===== config.mk =====
export PLATFORM = sky130hd
export DESIGN_NAME = rcs_sequencer
export DESIGN_NICKNAME = d
export VERILOG_FILES = /design/src/hw/rcs_pkg.sv /design/src/hw/rcs_sequencer.sv
export SDC_FILE = /design/constraint.sdc
export NUM_CORES = 1
export LEC_CHECK = 0
export BUFFER_PORTS_ARGS = -buffer_cell sky130_fd_sc_hd__buf_4
export CAP_MARGIN = 15
export CORE_MARGIN = 2
export CORE_UTILIZATION = 60
export CTS_CLUSTER_DIAMETER = 120
export CTS_CLUSTER_SIZE = 10
export DETAILED_ROUTE_END_ITERATION = 10
export HOLD_SLACK_MARGIN = 0.08
export PLACE_DENSITY = 0.8
export SKIP_LAST_GASP = 1
export SLEW_MARGIN = 20
export SYNTH_ARGS = -nofsm -noshare
export SYNTH_HDL_FRONTEND = slang
export SYNTH_SLANG_ARGS = --single-unit

===== constraint.sdc =====
create_clock -name clk -period 2.15 [get_ports clk]
set_input_delay 0 -clock clk [delete_from_list [all_inputs] [get_ports clk]]
set_output_delay 0 -clock clk [all_outputs]
set_load 0.005 [all_outputs]

===== src/hw/rcs_pkg.sv =====
// Purpose: Constants for the reset configuration sequencer
// Assumes: 100 MHz core clock
// Notes:   Counts are in core clock cycles unless named per input clock
package rcs_pkg;
	localparam int unsigned CLK_PERIOD_NS     = 10;
	localparam int unsigned HRST_IN_MIN_PER   = 32;
	localparam int unsigned POR_MIN_PER       = 32;
	localparam int unsigned HRST_OUT_MIN_PER  = 512;
	localparam int unsigned STRAP_SETUP_PER   = 4;
	localparam int unsigned DRIVE_RESUME_PER  = 1;
	localparam int unsigned PLL_LOCK_US       = 100;
	localparam int unsigned PLL_LOCK_CYC      = (PLL_LOCK_US * 1000) / CLK_PERIOD_NS;
	localparam int unsigned NUM_PLLS          = 4;
	localparam int unsigned SRC_SEL_W         = 4;
	localparam logic [3:0]  SRC_SEL_RST       = 4'h0;
	localparam int unsigned CNT_W             = 16;

	typedef enum logic [4:0] {
		RCS_POR    = 5'h01,
		RCS_HOLD   = 5'h02,
		RCS_PLL    = 5'h04,
		RCS_RESUME = 5'h08,
		RCS_RUN    = 5'h10
	} rcs_state_t;
endpackage


===== src/hw/rcs_sequencer.sv =====
// Purpose: Reset flow sequencer with strap capture and PLL lock waits
// Assumes: Clock inputs arrive as synchronous level samples; one core clock
// Notes:   Input clock periods are counted by their rising edges
`timescale 1ns/1ps
module rcs_sequencer
	import rcs_pkg::*;
#(
	parameter int unsigned PLL_WAIT_CYC = rcs_pkg::PLL_LOCK_CYC
) (
	input  wire logic                           clk,
	input  wire logic                           reset,
	input  wire logic                           clk_en,
	input  wire logic                           host_mode,
	input  wire logic                           primary_clock_in,
	input  wire logic                           pci_sync_clock_in,
	input  wire logic                           power_on_reset_n,
	input  wire logic                           hard_reset_n_in,
	input  wire logic [rcs_pkg::SRC_SEL_W-1:0]  reset_source_strap,
	input  wire logic                           clock_input_divide_strap,
	input  wire logic [rcs_pkg::NUM_PLLS-1:0]   pll_locked,
	output logic                                hard_reset_n_out,
	output logic                                hard_reset_n_oe_n,
	output logic                                strap_oe_n,
	output logic [rcs_pkg::SRC_SEL_W-1:0]       reset_source_q,
	output logic                                clock_div_q,
	output logic                                plls_ready
);
	import rcs_pkg::*;

	rcs_state_t             state_q;
	logic [CNT_W-1:0]       cnt_q;
	logic [16:0]            pll_cnt_q;
	logic                   prim_q, sync_q, host_q;
	logic                   sync_tick, prim_tick, sys_tick;
	logic                   hrst_in_q;
	logic [5:0]             hrst_len_q, por_len_q;
	logic                   div_tog_q;

	// Rising edges of each input clock, in core cycles
	assign prim_tick = primary_clock_in & ~prim_q;
	assign sys_tick  = pci_sync_clock_in & ~sync_q;
	// Host: sync period derived from primary clock and divide strap
	assign sync_tick = host_q ? (prim_tick & (~clock_div_q | div_tog_q)) : sys_tick;

	always_ff @(posedge clk) begin
		if (reset) begin
			prim_q    <= 1'b0;
			sync_q    <= 1'b0;
			div_tog_q <= 1'b0;
			host_q    <= 1'b1;
		end else if (clk_en) begin
			prim_q <= primary_clock_in;
			sync_q <= pci_sync_clock_in;
			if (prim_tick)
				div_tog_q <= ~div_tog_q;
			if (!power_on_reset_n)
				host_q <= host_mode;
		end
	end

	// Qualify input resets by minimum assertion lengths
	always_ff @(posedge clk) begin
		if (reset) begin
			hrst_len_q <= '0;
			por_len_q  <= '0;
			hrst_in_q  <= 1'b0;
		end else if (clk_en) begin
			if (hard_reset_n_in)
				hrst_len_q <= '0;
			else if (sync_tick && hrst_len_q != 6'(HRST_IN_MIN_PER))
				hrst_len_q <= hrst_len_q + 6'h01;
			hrst_in_q <= !hard_reset_n_in && (hrst_len_q == 6'(HRST_IN_MIN_PER));
			if (power_on_reset_n)
				por_len_q <= '0;
			else if ((host_q ? prim_tick : sys_tick) && por_len_q != 6'(POR_MIN_PER))
				por_len_q <= por_len_q + 6'h01;
		end
	end

	// Reset flow state machine
	always_ff @(posedge clk) begin
		if (reset) begin
			state_q <= RCS_POR;
			cnt_q   <= '0;
		end else if (clk_en) begin
			unique case (state_q)
				RCS_POR: begin
					cnt_q <= '0;
					if (power_on_reset_n && por_len_q == 6'(POR_MIN_PER))
						state_q <= RCS_HOLD;
				end
				RCS_HOLD: begin
					// Count only once the pin is really driven low
					if (sync_tick && !hard_reset_n_oe_n)
						cnt_q <= cnt_q + 16'h0001;
					if (cnt_q >= CNT_W'(HRST_OUT_MIN_PER) && !hrst_in_q) begin
						state_q <= RCS_PLL;
						cnt_q   <= '0;
					end
				end
				RCS_PLL: begin
					if (hrst_in_q)
						state_q <= RCS_HOLD;
					else if (plls_ready) begin
						state_q <= RCS_RESUME;
						cnt_q   <= '0;
					end
				end
				RCS_RESUME: begin
					if (sync_tick)
						cnt_q <= cnt_q + 16'h0001;
					if (hrst_in_q) begin
						state_q <= RCS_HOLD;
						cnt_q   <= '0;
					end else if (cnt_q >= CNT_W'(DRIVE_RESUME_PER))
						state_q <= RCS_RUN;
				end
				RCS_RUN: begin
					cnt_q <= '0;
					if (hrst_in_q)
						state_q <= RCS_HOLD;
				end
			endcase
			if (!power_on_reset_n)
				state_q <= RCS_POR;
		end
	end

	// Straps captured while power-on reset held, frozen on release
	always_ff @(posedge clk) begin
		if (reset) begin
			reset_source_q <= SRC_SEL_RST;
			clock_div_q    <= 1'b0;
		end else if (clk_en && !power_on_reset_n) begin
			reset_source_q <= reset_source_strap;
			clock_div_q    <= clock_input_divide_strap;
		end
	end

	// PLL lock window: each PLL given up to the lock time
	always_ff @(posedge clk) begin
		if (reset) begin
			pll_cnt_q  <= '0;
			plls_ready <= 1'b0;
		end else if (clk_en) begin
			if (state_q != RCS_PLL)
				pll_cnt_q <= '0;
			else if (pll_cnt_q != 17'(PLL_WAIT_CYC))
				pll_cnt_q <= pll_cnt_q + 17'h00001;
			// Ready stays up until the next reset flow
			if (state_q == RCS_POR || state_q == RCS_HOLD)
				plls_ready <= 1'b0;
			else if (state_q == RCS_PLL)
				plls_ready <= (&pll_locked) || (pll_cnt_q == 17'(PLL_WAIT_CYC));
		end
	end

	// Pin drivers
	always_ff @(posedge clk) begin
		if (reset) begin
			hard_reset_n_out  <= 1'b0;
			hard_reset_n_oe_n <= 1'b0;
			strap_oe_n        <= 1'b1;
		end else if (clk_en) begin
			hard_reset_n_out  <= 1'b0;
			hard_reset_n_oe_n <= !(state_q == RCS_POR || state_q == RCS_HOLD);
			strap_oe_n        <= (state_q != RCS_RUN) || hrst_in_q;
		end
	end

	// Checker helpers: sync ticks while pin driven, core cycles with input low
	logic [CNT_W-1:0]       drv_ticks_q;
	logic [6:0]             low_cyc_q;

	always_ff @(posedge clk) begin
		if (reset) begin
			drv_ticks_q <= '0;
			low_cyc_q   <= '0;
		end else if (clk_en) begin
			if (hard_reset_n_oe_n)
				drv_ticks_q <= '0;
			else if (sync_tick && drv_ticks_q != '1)
				drv_ticks_q <= drv_ticks_q + 16'h0001;
			if (hard_reset_n_in)
				low_cyc_q <= '0;
			else if (low_cyc_q != 7'h7f)
				low_cyc_q <= low_cyc_q + 7'h01;
		end
	end

	property p_hold_min;
		@(posedge clk) disable iff (reset)
		(state_q == RCS_HOLD && $past(state_q) != RCS_HOLD) |-> cnt_q == '0;
	endproperty
	a_hold_min: assert property (p_hold_min) else $error("Hold entered with stale count");
	property p_hrst_len;
		@(posedge clk) disable iff (reset)
		$rose(hard_reset_n_oe_n) |-> drv_ticks_q >= CNT_W'(HRST_OUT_MIN_PER);
	endproperty
	a_hrst_len: assert property (p_hrst_len) else $error("Hard reset released early");
	property p_hold_exit;
		@(posedge clk) disable iff (reset)
		($past(state_q) == RCS_HOLD && state_q == RCS_PLL) |-> $past(cnt_q) >= CNT_W'(HRST_OUT_MIN_PER);
	endproperty
	a_hold_exit: assert property (p_hold_exit) else $error("Hold left before count done");
	property p_strap_off;
		@(posedge clk) disable iff (reset)
		!hard_reset_n_oe_n |-> strap_oe_n;
	endproperty
	a_strap_off: assert property (p_strap_off) else $error("Straps driven during reset");
	property p_resume;
		@(posedge clk) disable iff (reset)
		($past(state_q) == RCS_RESUME && state_q == RCS_RUN) |-> $past(cnt_q) >= CNT_W'(DRIVE_RESUME_PER);
	endproperty
	a_resume: assert property (p_resume) else $error("Straps resumed early");
	property p_pll;
		@(posedge clk) disable iff (reset)
		(state_q == RCS_PLL && pll_cnt_q == 17'(PLL_WAIT_CYC) && clk_en) |=> plls_ready || state_q != RCS_PLL;
	endproperty
	a_pll: assert property (p_pll) else $error("PLL wait exceeded");
	property p_straps;
		@(posedge clk) disable iff (reset)
		(power_on_reset_n && $past(power_on_reset_n)) |-> $stable(reset_source_q);
	endproperty
	a_straps: assert property (p_straps) else $error("Straps changed after release");
	property p_por_len;
		@(posedge clk) disable iff (reset)
		($past(state_q) == RCS_POR && state_q == RCS_HOLD) |-> $past(por_len_q) == 6'(POR_MIN_PER);
	endproperty
	a_por_len: assert property (p_por_len) else $error("Short power-on reset accepted");
	property p_hrst_in;
		@(posedge clk) disable iff (reset)
		$rose(hrst_in_q) |-> low_cyc_q >= 7'(2 * HRST_IN_MIN_PER - 1);
	endproperty
	a_hrst_in: assert property (p_hrst_in) else $error("Short hard reset accepted");
	c_run: cover property (@(posedge clk) state_q == RCS_RUN);
	c_rerun: cover property (@(posedge clk) state_q == RCS_RUN ##1 state_q == RCS_HOLD);
	c_pll: cover property (@(posedge clk) state_q == RCS_PLL ##1 state_q == RCS_RESUME);
endmodule // rcs_sequencer


==> metrics.md, run 1 <==
| Metric | Value |
|---|---|
| Number of clock buffers inserted by TritonCTS | `9` |
| Number of warnings printed during yosys synthesis | `0` |
| Number of cells traversed by the worst register-to-register path | `7` |
| Critical register-to-register path startpoint | `state_q[1]$_SDFFE_PP0P_` |
| Starting density of the core | `0.616` |
| Power density of the placed cells | `618 mW/mm²` |
| Worst Hold Depth | `5` |
| Critical Path Fanout Max | `15` |
| Instance count after placement with tap cells included | `478` |
| Combinational cell fraction of total power | `0.087` |
| Hold wc startpoint | `pll_locked[1]` |
| Peak clock frequency supported by timing | `around 500 MHz` |
| Result of the run | `finished, final reports clean` |
| Dominant register cell in the synthesized netlist | `sky130_fd_sc_hd__dfxtp_1` |
| Part of the Yosys area used for sequential elements | `0.374` |
| Hold slack | `97.0 ps` |
| Leakage power of the design | `approximately 1.4 nW` |
| Floorplan die area | `0.00623 mm²` |
| Synthesis-stage register bit count | `63` |
| Syn Std Cell Area | `0.00337 mm²` |
| Relative max-transition margin | `0.576` |
| Family with the most delay on the worst path | `simple AND/OR/NAND/NOR gates` |
| Actual slew at the worst max-slew pin | `between 600 and 700 ps` |
| MaxCap Viol Count | `0` |
| CTS root buffer | `sky130_fd_sc_hd__clkbuf_8` |
| GR peak layer | `met2` |
| Post-route worst setup slack | `140 ps` |
| Max rail drop VDD | `488 µV` |
| Reg2reg end | `cnt_q[11]$_SDFFE_PP0P_` |
| Class of the worst hold path | `in -> reg` |
| CP cell instances | `nor4_2 -> nand3b_2 -> o211ai_4 -> buf_4 -> a21oi_2 -> xnor2_1 -> nor2_1` |
| Final HPWL from detailed placement | `roughly 4.8 mm` |
| Worst Path Arrival | `2240 ps` |
| Global-route usage over all layers | `0.265` |
| Standard cell with the maximum stage delay on the critical path | `sky130_fd_sc_hd__nor4_2` |
| Number of enable-type register cells in the synthesized netlist | `0` |
| Largest net degree at the start of global routing | `21` |
| Final Skew | `4.84 ps` |
| Global-route wire length before repair | `around 13 mm` |
| Worst setup EP type | `flop` |
| First DRT Iteration DRCs | `between 200 and 250` |
| Share of layout cells above drive strength 1 | `0.172` |
| Worst path bufs/invs | `1` |
| Fin crit share | `0.935` |
| Drt drc | `0` |
| First drt pass iteration count | `5` |
| R2R setup slack | `140 ps` |
| Number of placed I/O pins | `26` |
| Proportion of synthesized flip-flops having asynchronous set or reset | `0` |
| Met3 track demand over resource | `0.0625` |
| Sw frac | `0.237` |
| Number of global-route vias before repair | `2898` |
| Clock sink count | `63` |
| Final weighted congestion of routability-driven global placement | `0.804` |
| Min Tclk post-route | `2010 ps` |
| Non-filler instance count after layout | `519` |
| TritonCTS clock tree | `yes` |
| Number of distinct library cell variants in the gate-level netlist after synthesis | `62` |
| Latest clock arrival within the worst-skew pair | `350 ps` |
| Instance count of the mapped netlist | `392` |
| Global Route met1 Usage | `0.312` |
| Net count after synthesis | `418` |
| Number of cell rows | `27` |
| Endpoint with the worst hold slack | `plls_ready$_SDFFE_PP0P_` |
| Fill cell instance count of the final layout | `~390` |
| Worst setup timing slack at the placement stage | `142 ps` |
| Total wire length | `7.78 mm` |
| Portion of total power attributed to sequential cells | `0.479` |
| Max-slew violations | `0` |
| Initial antenna violation count | `0` |
| Slowest stage delay, CP | `around 450 ps` |
| Post-Syn Area per Cell | `8.60 µm²` |
| Average detailed-routed wire length per instance | `15.0 µm` |
| Met2 Use GR | `0.458` |
| Sum of overflow across all layers after global routing | `0` |
| Proportion of power drawn by the clock network | `0.434` |
| Count of port buffers added during placement | `24` |
| Setup Viol. Count Final | `0` |
| Post-detailed-route count of antenna-violating nets | `0` |
| Classification of the worst setup path | `reg -> reg` |
| Die width | `79.0 µm` |
| Routed via count divided by cell count | `5.77` |
| CP startpoint kind | `flop` |
| Die extent in y | `79.0 µm` |
| Ant. Diodes | `0` |
| Combined area of the multi-input logic cells | `0.00197 mm²` |
| Maximum buffer depth of the clock tree | `2` |
| Std-Cell Core Area | `0.00547 mm²` |
| Net count reported at finish | `468` |
| Net Sw Power | `593 µW` |
| DR vias | `~3k` |
| Clock-pin slew on the worst setup and hold paths | `70 ps` |
| Area of all sequential standard cells | `0.00126 mm²` |
| Final Hold Violating Endpoints | `0` |
| Data required time at the worst endpoint | `2380 ps` |
| Int Pwr | `1.91 mW` |
| H-Tree Level Count | `3` |
| Layout overhead on the synthesized area | `20.3%` |
[layout by cell type, fill, tap and decap left out, types with 9 or more instances in the layout]
master / synthesis / routed
sky130_fd_sc_hd__a21oi_1: 24 / 24
sky130_fd_sc_hd__buf_4: 2 / 31
sky130_fd_sc_hd__xor2_1: 14 / 14
sky130_fd_sc_hd__nand2_1: 46 / 45
sky130_fd_sc_hd__inv_1: 17 / 17
sky130_fd_sc_hd__dfxtp_1: 63 / 63
sky130_fd_sc_hd__dlygate4sd3_1: 0 / 20
sky130_fd_sc_hd__nand3_1: 12 / 12
sky130_fd_sc_hd__xnor2_1: 21 / 21
sky130_fd_sc_hd__o21ai_0: 14 / 14
sky130_fd_sc_hd__nand4_1: 15 / 15
sky130_fd_sc_hd__ha_1: 9 / 9
sky130_fd_sc_hd__clkbuf_8: 0 / 12
sky130_fd_sc_hd__nor2_1: 53 / 52
[state kept, by name (all words and copies together), names as in the netlist]
register,flops
pll_cnt_q,17
cnt_q,16
hrst_len_q,6
por_len_q,6
state_q,5
reset_source_q,4
clock_div_q,1
div_tog_q,1
hard_reset_n_oe_n,1
host_q,1
hrst_in_q,1
plls_ready,1
prim_q,1
strap_oe_n,1
sync_q,1
[worst min-delay path: stages]
cell	delay, ps
sky130_fd_sc_hd__buf_4	110
sky130_fd_sc_hd__nand4_1	70
sky130_fd_sc_hd__a21oi_1	70
sky130_fd_sc_hd__a21oi_1	110
sky130_fd_sc_hd__nor2_1	50
[logic make-up (layout without fill, tap and decap cells)]
family          after synthesis  count (layout)  synth area share
simple gates                176             176             0.277
flops                        63              63             0.374
compound gates               74              74             0.169
mux                           3               3           0.00928
xor+xnor                     35              35            0.0909
fa+ha+maj                     9               9            0.0334
buf+inv                      31              86            0.0449
other cells                   1               1           0.00111
[routing by layer]
layer | vias up | wire (µm)
met5 | - | 0
met1 | 1414 | 3250
met4 | 0 | 204
met2 | 96 | 3870
li1 | 1466 | -
met3 | 20 | 455
[synthesized netlist by cell type (3+ instances only)]
library cell	instances	area share
sky130_fd_sc_hd__a21oi_1	24	0.036
sky130_fd_sc_hd__inv_1	17	0.019
sky130_fd_sc_hd__nand2_1	46	0.051
sky130_fd_sc_hd__nand3b_1	3	0.0067
sky130_fd_sc_hd__xnor2_1	21	0.055
sky130_fd_sc_hd__buf_2	4	0.0059
sky130_fd_sc_hd__or3_1	7	0.013
sky130_fd_sc_hd__nand4_1	15	0.028
sky130_fd_sc_hd__nor2_1	53	0.059
sky130_fd_sc_hd__a21oi_2	8	0.021
sky130_fd_sc_hd__a211oi_1	3	0.0067
sky130_fd_sc_hd__ha_1	9	0.033
sky130_fd_sc_hd__and2_1	5	0.0093
sky130_fd_sc_hd__and3_1	5	0.0093
sky130_fd_sc_hd__buf_6	3	0.010
sky130_fd_sc_hd__o21ai_0	14	0.021
sky130_fd_sc_hd__xor2_1	14	0.036
sky130_fd_sc_hd__nand3_1	12	0.018
sky130_fd_sc_hd__o2111ai_1	3	0.0078
sky130_fd_sc_hd__nor3_1	8	0.012
sky130_fd_sc_hd__dfxtp_1	63	0.37
[how the worst max path moves through the flow]
| stage | from | to | depth (start not counted) |
|---|---|---|---|
| after floorplan | pll_cnt_q[0]$_SDFFE_PP0P_ | pll_cnt_q[15]$_SDFFE_PP0P_ | 9 |
| after global placement | state_q[3]$_SDFFE_PP0P_ | cnt_q[2]$_SDFFE_PP0P_ | 6 |
| after detailed placement | cnt_q[12]$_SDFFE_PP0P_ | cnt_q[2]$_SDFFE_PP0P_ | 6 |
| after CTS | state_q[3]$_SDFFE_PP0P_ | cnt_q[2]$_SDFFE_PP0P_ | 6 |
| after global routing | cnt_q[10]$_SDFFE_PP0P_ | cnt_q[2]$_SDFFE_PP0P_ | 6 |
| final | state_q[1]$_SDFFE_PP0P_ | cnt_q[11]$_SDFFE_PP0P_ | 7 |
[metrics by stage]
step | cell area (µm²) | util | TNS, ps | total power, mW
2_1_floorplan | 3370 | - | 0 | 1.34
3_3_place_gp | 3590 | 0.656 | 0 | 1.39
3_5_place_dp | 3590 | 0.656 | 0 | 1.40
4_1_cts | 4000 | 0.731 | 0 | 2.49
5_1_grt | 4050 | 0.741 | -26.1 | 2.58
6_report | 4050 | 0.741 | 0 | 2.50
[final cells by class]
type	instances	area share
Clock buffer	13	0.0417
Clock inverter	3	0.00988
Inverter	18	0.0167
Multi-Input combinational cell	298	0.487
Sequential cell	63	0.311
Tap cell	72	0.0222
Timing Repair Buffer	52	0.112
[power groups by stage]
stage | sequential [mW] | clock (mW) | combinational (mW)
2_1_floorplan | 1.22 | 0 | 0.115
3_3_place_gp | 1.22 | 0 | 0.171
3_5_place_dp | 1.22 | 0 | 0.174
4_1_cts | 1.20 | 1.09 | 0.202
5_1_grt | 1.20 | 1.14 | 0.238
6_report | 1.20 | 1.09 | 0.219
[repair_timing]
| item | 4_1_cts | 5_1_grt |
|---|---|---|
| gates resized for setup | 0 | 4 |
| hold endpoints to repair | 25 | 0 |
| setup buffers | 0 | 5 |
| endpoints found under the setup margin | 0 | 19 |
| hold buffers | 20 | 0 |
(Power assumes the default switching activity.)
==> run 2, diff against run 1 <==
--- a/config.mk
+++ b/config.mk
@@ -13,7 +13,7 @@
 export CTS_CLUSTER_SIZE = 10
 export DETAILED_ROUTE_END_ITERATION = 10
 export HOLD_SLACK_MARGIN = 0.08
-export PLACE_DENSITY = 0.8
+export PLACE_DENSITY = 0.9
 export SKIP_LAST_GASP = 1
 export SLEW_MARGIN = 20
 export SYNTH_ARGS = -nofsm -noshare
==> metrics.md, run 2 (synthesis gave the netlist of run 1 again) <==
| Metric | Value |
|---|---|
| Share of layout cells above drive strength 1 | `0.171 (-0.00153)` |
| Design Power | `2.62 mW (+4.6%)` |
| Biggest register | `pll_cnt_q` |
| Flip-flop count of the largest register, all copies and words added | `17 (unchanged)` |
| Drt drc | `0 (unchanged)` |
| Number of global-route vias before repair | `3163 (+9.1%)` |
| Family with the most delay on the worst path | `simple AND/OR/NAND/NOR gates` |
| Fin crit share | `1.03 (+0.0961)` |
| Power density of the placed cells | `633 mW/mm² (+2.5%)` |
| Initial antenna violation count | `0 (unchanged)` |
| Latest clock arrival within the worst-skew pair | `360 ps (about the same)` |
| Setup Viol. Count Final | `4 (+4)` |
| Layout overhead on the synthesized area | `22.8%` |
| Critical Path Fanout Max | `11 (-4)` |
| Biggest registers after layout | `pll_cnt_q: 17 flops, cnt_q: 16 flops` |
| TritonCTS clock tree | `yes` |
| Number of cell rows | `27 (unchanged)` |
| Post-route worst setup slack | `-67.0 ps (-207 ps)` |
| Standard cell with the maximum stage delay on the critical path | `sky130_fd_sc_hd__dfxtp_1` |
| Die width | `79.0 µm (unchanged)` |
| Starting density of the core | `0.616 (unchanged)` |
| Slowest stage delay, CP | `350 ps (-100 ps)` |
| CTS root buffer | `sky130_fd_sc_hd__clkbuf_8` |
| Average detailed-routed wire length per instance | `18.6 µm (+24%)` |
| Global-route usage over all layers | `0.311 (+0.0461)` |
| Classification of the worst setup path | `reg -> reg` |
| CP startpoint kind | `flop` |
| Clock sink count | `63 (unchanged)` |
| Maximum buffer depth of the clock tree | `2 (unchanged)` |
| Largest net degree at the start of global routing | `21 (unchanged)` |
| DR vias | `3305 (+10%)` |
| Most common cell after layout, fill and taps aside | `sky130_fd_sc_hd__dfxtp_1` |
| Max rail drop VDD | `510 µV (+4.4%)` |
| Min Tclk post-route | `2220 ps (+207 ps)` |
| Final Core Density | `0.757 (+0.0158)` |
| Final HPWL from detailed placement | `5.02 mm (+5.1%)` |
| Ant. Diodes | `0 (unchanged)` |
| Clock-pin slew on the worst setup and hold paths | `70 ps (about the same)` |
| Result of the run | `finished, violations left` |
| Worst path bufs/invs | `3 (+2)` |
| Max-slew violations | `0 (unchanged)` |
| Data required time at the worst endpoint | `2360 ps (-20 ps)` |
| Violated checks | `negative setup slack` |
| First DRT Iteration DRCs | `297 (+38%)` |
| Number of clock buffers inserted by TritonCTS | `9 (unchanged)` |
| MaxCap Viol Count | `0 (unchanged)` |
| Actual slew at the worst max-slew pin | `611 ps (-25.2 ps)` |
| Leakage power of the design | `1.46 nW (+1.3%)` |
| Most frequent cell on the critical path | `sky130_fd_sc_hd__buf_4` |
| Sum of overflow across all layers after global routing | `0 (unchanged)` |
| Unrepaired setup endpoints after global routing | `yes` |
| Post-detailed-route count of antenna-violating nets | `0 (unchanged)` |
| Worst setup EP type | `flop` |
| Net count reported at finish | `472 (+0.85%)` |
| CP cell instances | `inv_1 -> ha_1 -> nor4b_2 -> nand4_1 -> buf_4 -> o2111ai_1 -> buf_4 -> nor3_1 -> xnor2_1 -> nor2_1` |
| Leading cell types in the layout, fill and taps excluded | `sky130_fd_sc_hd__dfxtp_1, sky130_fd_sc_hd__nor2_1, sky130_fd_sc_hd__nand2_1, sky130_fd_sc_hd__buf_4, sky130_fd_sc_hd__dlygate4sd3_1` |
| Peak clock frequency supported by timing | `451 MHz (-9.3%)` |
| Class of the worst hold path | `in -> reg` |
| Final weighted congestion of routability-driven global placement | `0.822 (+2.2%)` |
| First drt pass iteration count | `5 (unchanged)` |
| Routed via count divided by cell count | `6.32 (+9.5%)` |
| H-Tree Level Count | `3 (unchanged)` |
| Worst Path Arrival | `2430 ps (+190 ps)` |
| Final Hold Violating Endpoints | `0 (unchanged)` |
| Relative max-transition margin | `0.593 (+0.0168)` |
| Global-route wire length before repair | `14.9 mm (+16%)` |
| Count of port buffers added during placement | `24 (unchanged)` |
| Floorplan die area | `0.00623 mm² (unchanged)` |
| Final Skew | `13.3 ps (+8.50 ps)` |
| Std-Cell Core Area | `0.00547 mm² (unchanged)` |
| Die extent in y | `79.0 µm (unchanged)` |
| Total wire length | `9.74 mm (+25%)` |
| Number of placed I/O pins | `26 (unchanged)` |
==> run 2: final timing paths <==
check | startpoint | to | slack (ps) | depth (start not counted)
hold / removal | clk_en | plls_ready$_SDFFE_PP0P_ | 110 | 4
setup / recovery | pll_cnt_q[1]$_SDFFE_PP0P_ | pll_cnt_q[15]$_SDFFE_PP0P_ | -70 | 10
setup reg to reg | pll_cnt_q[1]$_SDFFE_PP0P_ | pll_cnt_q[15]$_SDFFE_PP0P_ | -70 | 10
hold reg to reg | strap_oe_n$_SDFFE_PP1P_ | strap_oe_n$_SDFFE_PP1P_ | 500 | 2
==> run 2: timing repair <==
action,in CTS,in global routing
buffers inserted,0,4
hold buffers,25,0
hold endpoints to repair,26,0
endpoints found under the setup margin,0,25
resized for setup,0,7
==> run 2: metrics by stage <==
stage | instance area [µm²] | setup TNS [ps] | cells | hold WS [ps] | setup WS, ps
floorplan | 3370 | 0 | 392 | 123 | 342
global placement | 3590 | 0 | 478 | 217 | 159
detailed placement | 3590 | 0 | 478 | 233 | 86.6
CTS | 4070 | 0 | 519 | 89.8 | 59.8
global route | 4140 | -377 | 523 | 123 | -69.1
finish | 4140 | -137 | 523 | 112 | -67.0
==> run 2: per-layer routing <==
| layer | GRT usage | up-vias | share of wire |
|---|---|---|---|
| met4 | 0.167 | 0 | 0.054 |
| met3 | 0.0864 | 57 | 0.093 |
| met5 | 0 | - | 0 |
| met2 | 0.560 | 238 | 0.49 |
| li1 | - | 1474 | - |
| met1 | 0.329 | 1536 | 0.37 |
==> run 2: worst reg2reg max path, stage by stage (launching register included) <==
cell                        delay (ps)
sky130_fd_sc_hd__dfxtp_1           350
sky130_fd_sc_hd__inv_1             120
sky130_fd_sc_hd__ha_1              180
sky130_fd_sc_hd__nor4b_2           260
sky130_fd_sc_hd__nand4_1           150
sky130_fd_sc_hd__buf_4             200
sky130_fd_sc_hd__o2111ai_1         210
sky130_fd_sc_hd__buf_4             210
sky130_fd_sc_hd__nor3_1             80
sky130_fd_sc_hd__xnor2_1           240
sky130_fd_sc_hd__nor2_1             80
==> run 2: cell type report <==
| type | count | area, µm² |
|---|---|---|
| multi-input cells | 298 | 1990 |
| clock buffers | 13 | 159 |
| fillers | 324 | 1330 |
| clock inverters | 3 | 65.1 |
| repair buffers | 56 | 508 |
| flip-flops and latches | 63 | 1260 |
| inverters | 18 | 67.6 |
| well taps | 72 | 90.1 |
==> run 2: where the power goes <==
part / internal (mW) / switching (mW)
clock network: 0.716 / 0.471
registers: 1.18 / 0.0164
logic: 0.107 / 0.127
total: 2.01 / 0.615
==> run 3, diff against run 2 <==
--- a/config.mk
+++ b/config.mk
@@ -19,3 +19,4 @@
 export SYNTH_ARGS = -nofsm -noshare
 export SYNTH_HDL_FRONTEND = slang
 export SYNTH_SLANG_ARGS = --single-unit
+export TNS_END_PERCENT = 5
==> metrics.md, run 3 (synthesis gave the netlist of run 1 again) <==
| Metric | Value |
|---|---|
| Result of the run | `finished, violations left` |
| Violated checks | `negative setup slack` |
| Final Skew | `11.0 ps (-2.29 ps)` |
| Max-slew violations | `0 (unchanged)` |
| Post-route worst setup slack | `-13.0 ps (+54.0 ps)` |
| Global-route usage over all layers | `0.311 (unchanged)` |
| Biggest register | `pll_cnt_q` |
| Class of the worst hold path | `in -> reg` |
| First DRT Iteration DRCs | `288 (-3.0%)` |
| DR vias | `3260 (-1.4%)` |
| Total wire length | `9.53 mm (-2.1%)` |
| Final Hold Violating Endpoints | `0 (unchanged)` |
| Clock sink count | `63 (unchanged)` |
| Hold slack | `109 ps (-3.35 ps)` |
| Worst path bufs/invs | `3 (unchanged)` |
| Flip-flop count of the largest register, all copies and words added | `17 (unchanged)` |
| Sum of overflow across all layers after global routing | `0 (unchanged)` |
| First drt pass iteration count | `5 (unchanged)` |
| Die extent in y | `79.0 µm (unchanged)` |
| Final HPWL from detailed placement | `5.02 mm (unchanged)` |
| Family with the most delay on the worst path | `buffers and inverters` |
| Largest net degree at the start of global routing | `21 (unchanged)` |
| Biggest registers after layout | `pll_cnt_q: 17 flops, cnt_q: 16 flops` |
| Classification of the worst setup path | `reg -> reg` |
| Layout overhead on the synthesized area | `21.8%` |
| Slowest stage delay, CP | `350 ps (about the same)` |
| Number of global-route vias before repair | `3163 (unchanged)` |
| H-Tree Level Count | `3 (unchanged)` |
| CP startpoint kind | `flop` |
| Routed via count divided by cell count | `6.26 (-0.98%)` |
| Worst Path Arrival | `2370 ps (-60 ps)` |
| Average detailed-routed wire length per instance | `18.3 µm (-1.8%)` |
| Non-filler instance count after layout | `521 (-0.38%)` |
| Actual slew at the worst max-slew pin | `621 ps (+10.4 ps)` |
| Critical Path Fanout Max | `11 (unchanged)` |
| Leakage power of the design | `1.44 nW (-1.0%)` |
| Most frequent cell on the critical path | `sky130_fd_sc_hd__buf_4` |
| Clock-pin slew on the worst setup and hold paths | `70 ps (about the same)` |
| Max rail drop VDD | `502 µV (-1.4%)` |
| Initial antenna violation count | `0 (unchanged)` |
| Most common cell after layout, fill and taps aside | `sky130_fd_sc_hd__dfxtp_1` |
| Setup Viol. Count Final | `2 (-2)` |
| Floorplan die area | `0.00623 mm² (unchanged)` |
| Share of layout cells above drive strength 1 | `0.165 (-0.00592)` |
| Standard cell with the maximum stage delay on the critical path | `sky130_fd_sc_hd__dfxtp_1` |
| Data required time at the worst endpoint | `2360 ps (about the same)` |
| Starting density of the core | `0.616 (unchanged)` |
| Global-route wire length before repair | `14.9 mm (unchanged)` |
| Latest clock arrival within the worst-skew pair | `350 ps (about the same)` |
| CTS root buffer | `sky130_fd_sc_hd__clkbuf_8` |
| Instance count after placement with tap cells included | `478 (unchanged)` |
| MaxCap Viol Count | `0 (unchanged)` |
| CP cell instances | `inv_1 -> ha_1 -> nor4b_2 -> nand4_1 -> buf_4 -> o2111ai_1 -> buf_4 -> nor3_1 -> xnor2_1 -> nor2_1` |
| Number of placed I/O pins | `26 (unchanged)` |
| Fin crit share | `1.01 (-0.0251)` |
| Post-detailed-route count of antenna-violating nets | `0 (unchanged)` |
| Std-Cell Core Area | `0.00547 mm² (unchanged)` |
| Power density of the placed cells | `635 mW/mm² (+0.34%)` |
| Relative max-transition margin | `0.584 (-0.00886)` |
| Die width | `79.0 µm (unchanged)` |
| Leading cell types in the layout, fill and taps excluded | `sky130_fd_sc_hd__dfxtp_1, sky130_fd_sc_hd__nor2_1, sky130_fd_sc_hd__nand2_1, sky130_fd_sc_hd__buf_4, sky130_fd_sc_hd__dlygate4sd3_1` |
| Ant. Diodes | `0 (unchanged)` |
| Count of port buffers added during placement | `24 (unchanged)` |
| Number of clock buffers inserted by TritonCTS | `9 (unchanged)` |
| Drt drc | `0 (unchanged)` |
| Peak clock frequency supported by timing | `462 MHz (+2.5%)` |
| Worst setup EP type | `flop` |
| Unrepaired setup endpoints after global routing | `yes` |
| Min Tclk post-route | `2160 ps (-54.0 ps)` |
| Final weighted congestion of routability-driven global placement | `0.822 (unchanged)` |
| Net count reported at finish | `470 (-0.42%)` |
| TritonCTS clock tree | `yes` |
| Maximum buffer depth of the clock tree | `2 (unchanged)` |
| Number of cell rows | `27 (unchanged)` |
run 3: metal layers:
| layer | up-vias | global-route usage | share of wire |
|---|---|---|---|
| li1 | 1477 | - | - |
| met1 | 1499 | 0.329 | 0.37 |
| met2 | 223 | 0.560 | 0.49 |
| met3 | 61 | 0.0864 | 0.084 |
| met4 | 0 | 0.167 | 0.055 |
| met5 | - | 0 | 0 |
run 3: repair_timing:
item | 4_1_cts | 5_1_grt
endpoints found under the setup margin | 0 | 25
hold buffers | 25 | 0
resized for setup | 0 | 5
hold endpoints to repair | 26 | 0
buffers inserted | 0 | 2
run 3: final timing paths:
check | start | end | slack (ps) | depth (start not counted)
max | pll_cnt_q[1]$_SDFFE_PP0P_ | pll_cnt_q[15]$_SDFFE_PP0P_ | -10 | 10
min | clk_en | plls_ready$_SDFFE_PP0P_ | 110 | 4
max reg2reg | pll_cnt_q[1]$_SDFFE_PP0P_ | pll_cnt_q[15]$_SDFFE_PP0P_ | -10 | 10
min reg2reg | strap_oe_n$_SDFFE_PP1P_ | strap_oe_n$_SDFFE_PP1P_ | 490 | 2
run 3: worst reg2reg max path: cells and delay by family, from the launching register on:
family,cells,cell delay (ps)
compound gates,1,220
xor+xnor,1,240
fa+ha+maj,1,180
buf+inv,3,520
flops,1,350
simple gates,4,520
run 3: layout make-up:
type / count / area [µm²]
sequential: 63 / 1260
clock inverter: 3 / 65.1
timing repair buffer: 54 / 480
clock buffer: 13 / 159
multi-input combinational: 298 / 1980
inverter: 18 / 67.6
fill: 327 / 1370
tap: 72 / 90.1
run 3: through the flow:
stage,cell area (µm²),utilization,power (mW),setup slack (ps),setup TNS [ps]
floorplan,3370,-,1.34,342,0
global placement,3590,0.656,1.39,159,0
detailed placement,3590,0.656,1.40,86.6,0
CTS,4070,0.743,2.58,59.8,0
global route,4110,0.750,2.69,-99.5,-588
finish,4110,0.750,2.61,-13.0,-19.8
run 3: report_power, final:
group          total, mW  internal (mW)  switching (mW)
clock network       1.18          0.716           0.466
logic              0.227          0.102           0.125
registers           1.20           1.18          0.0163
total               2.61           2.00           0.608
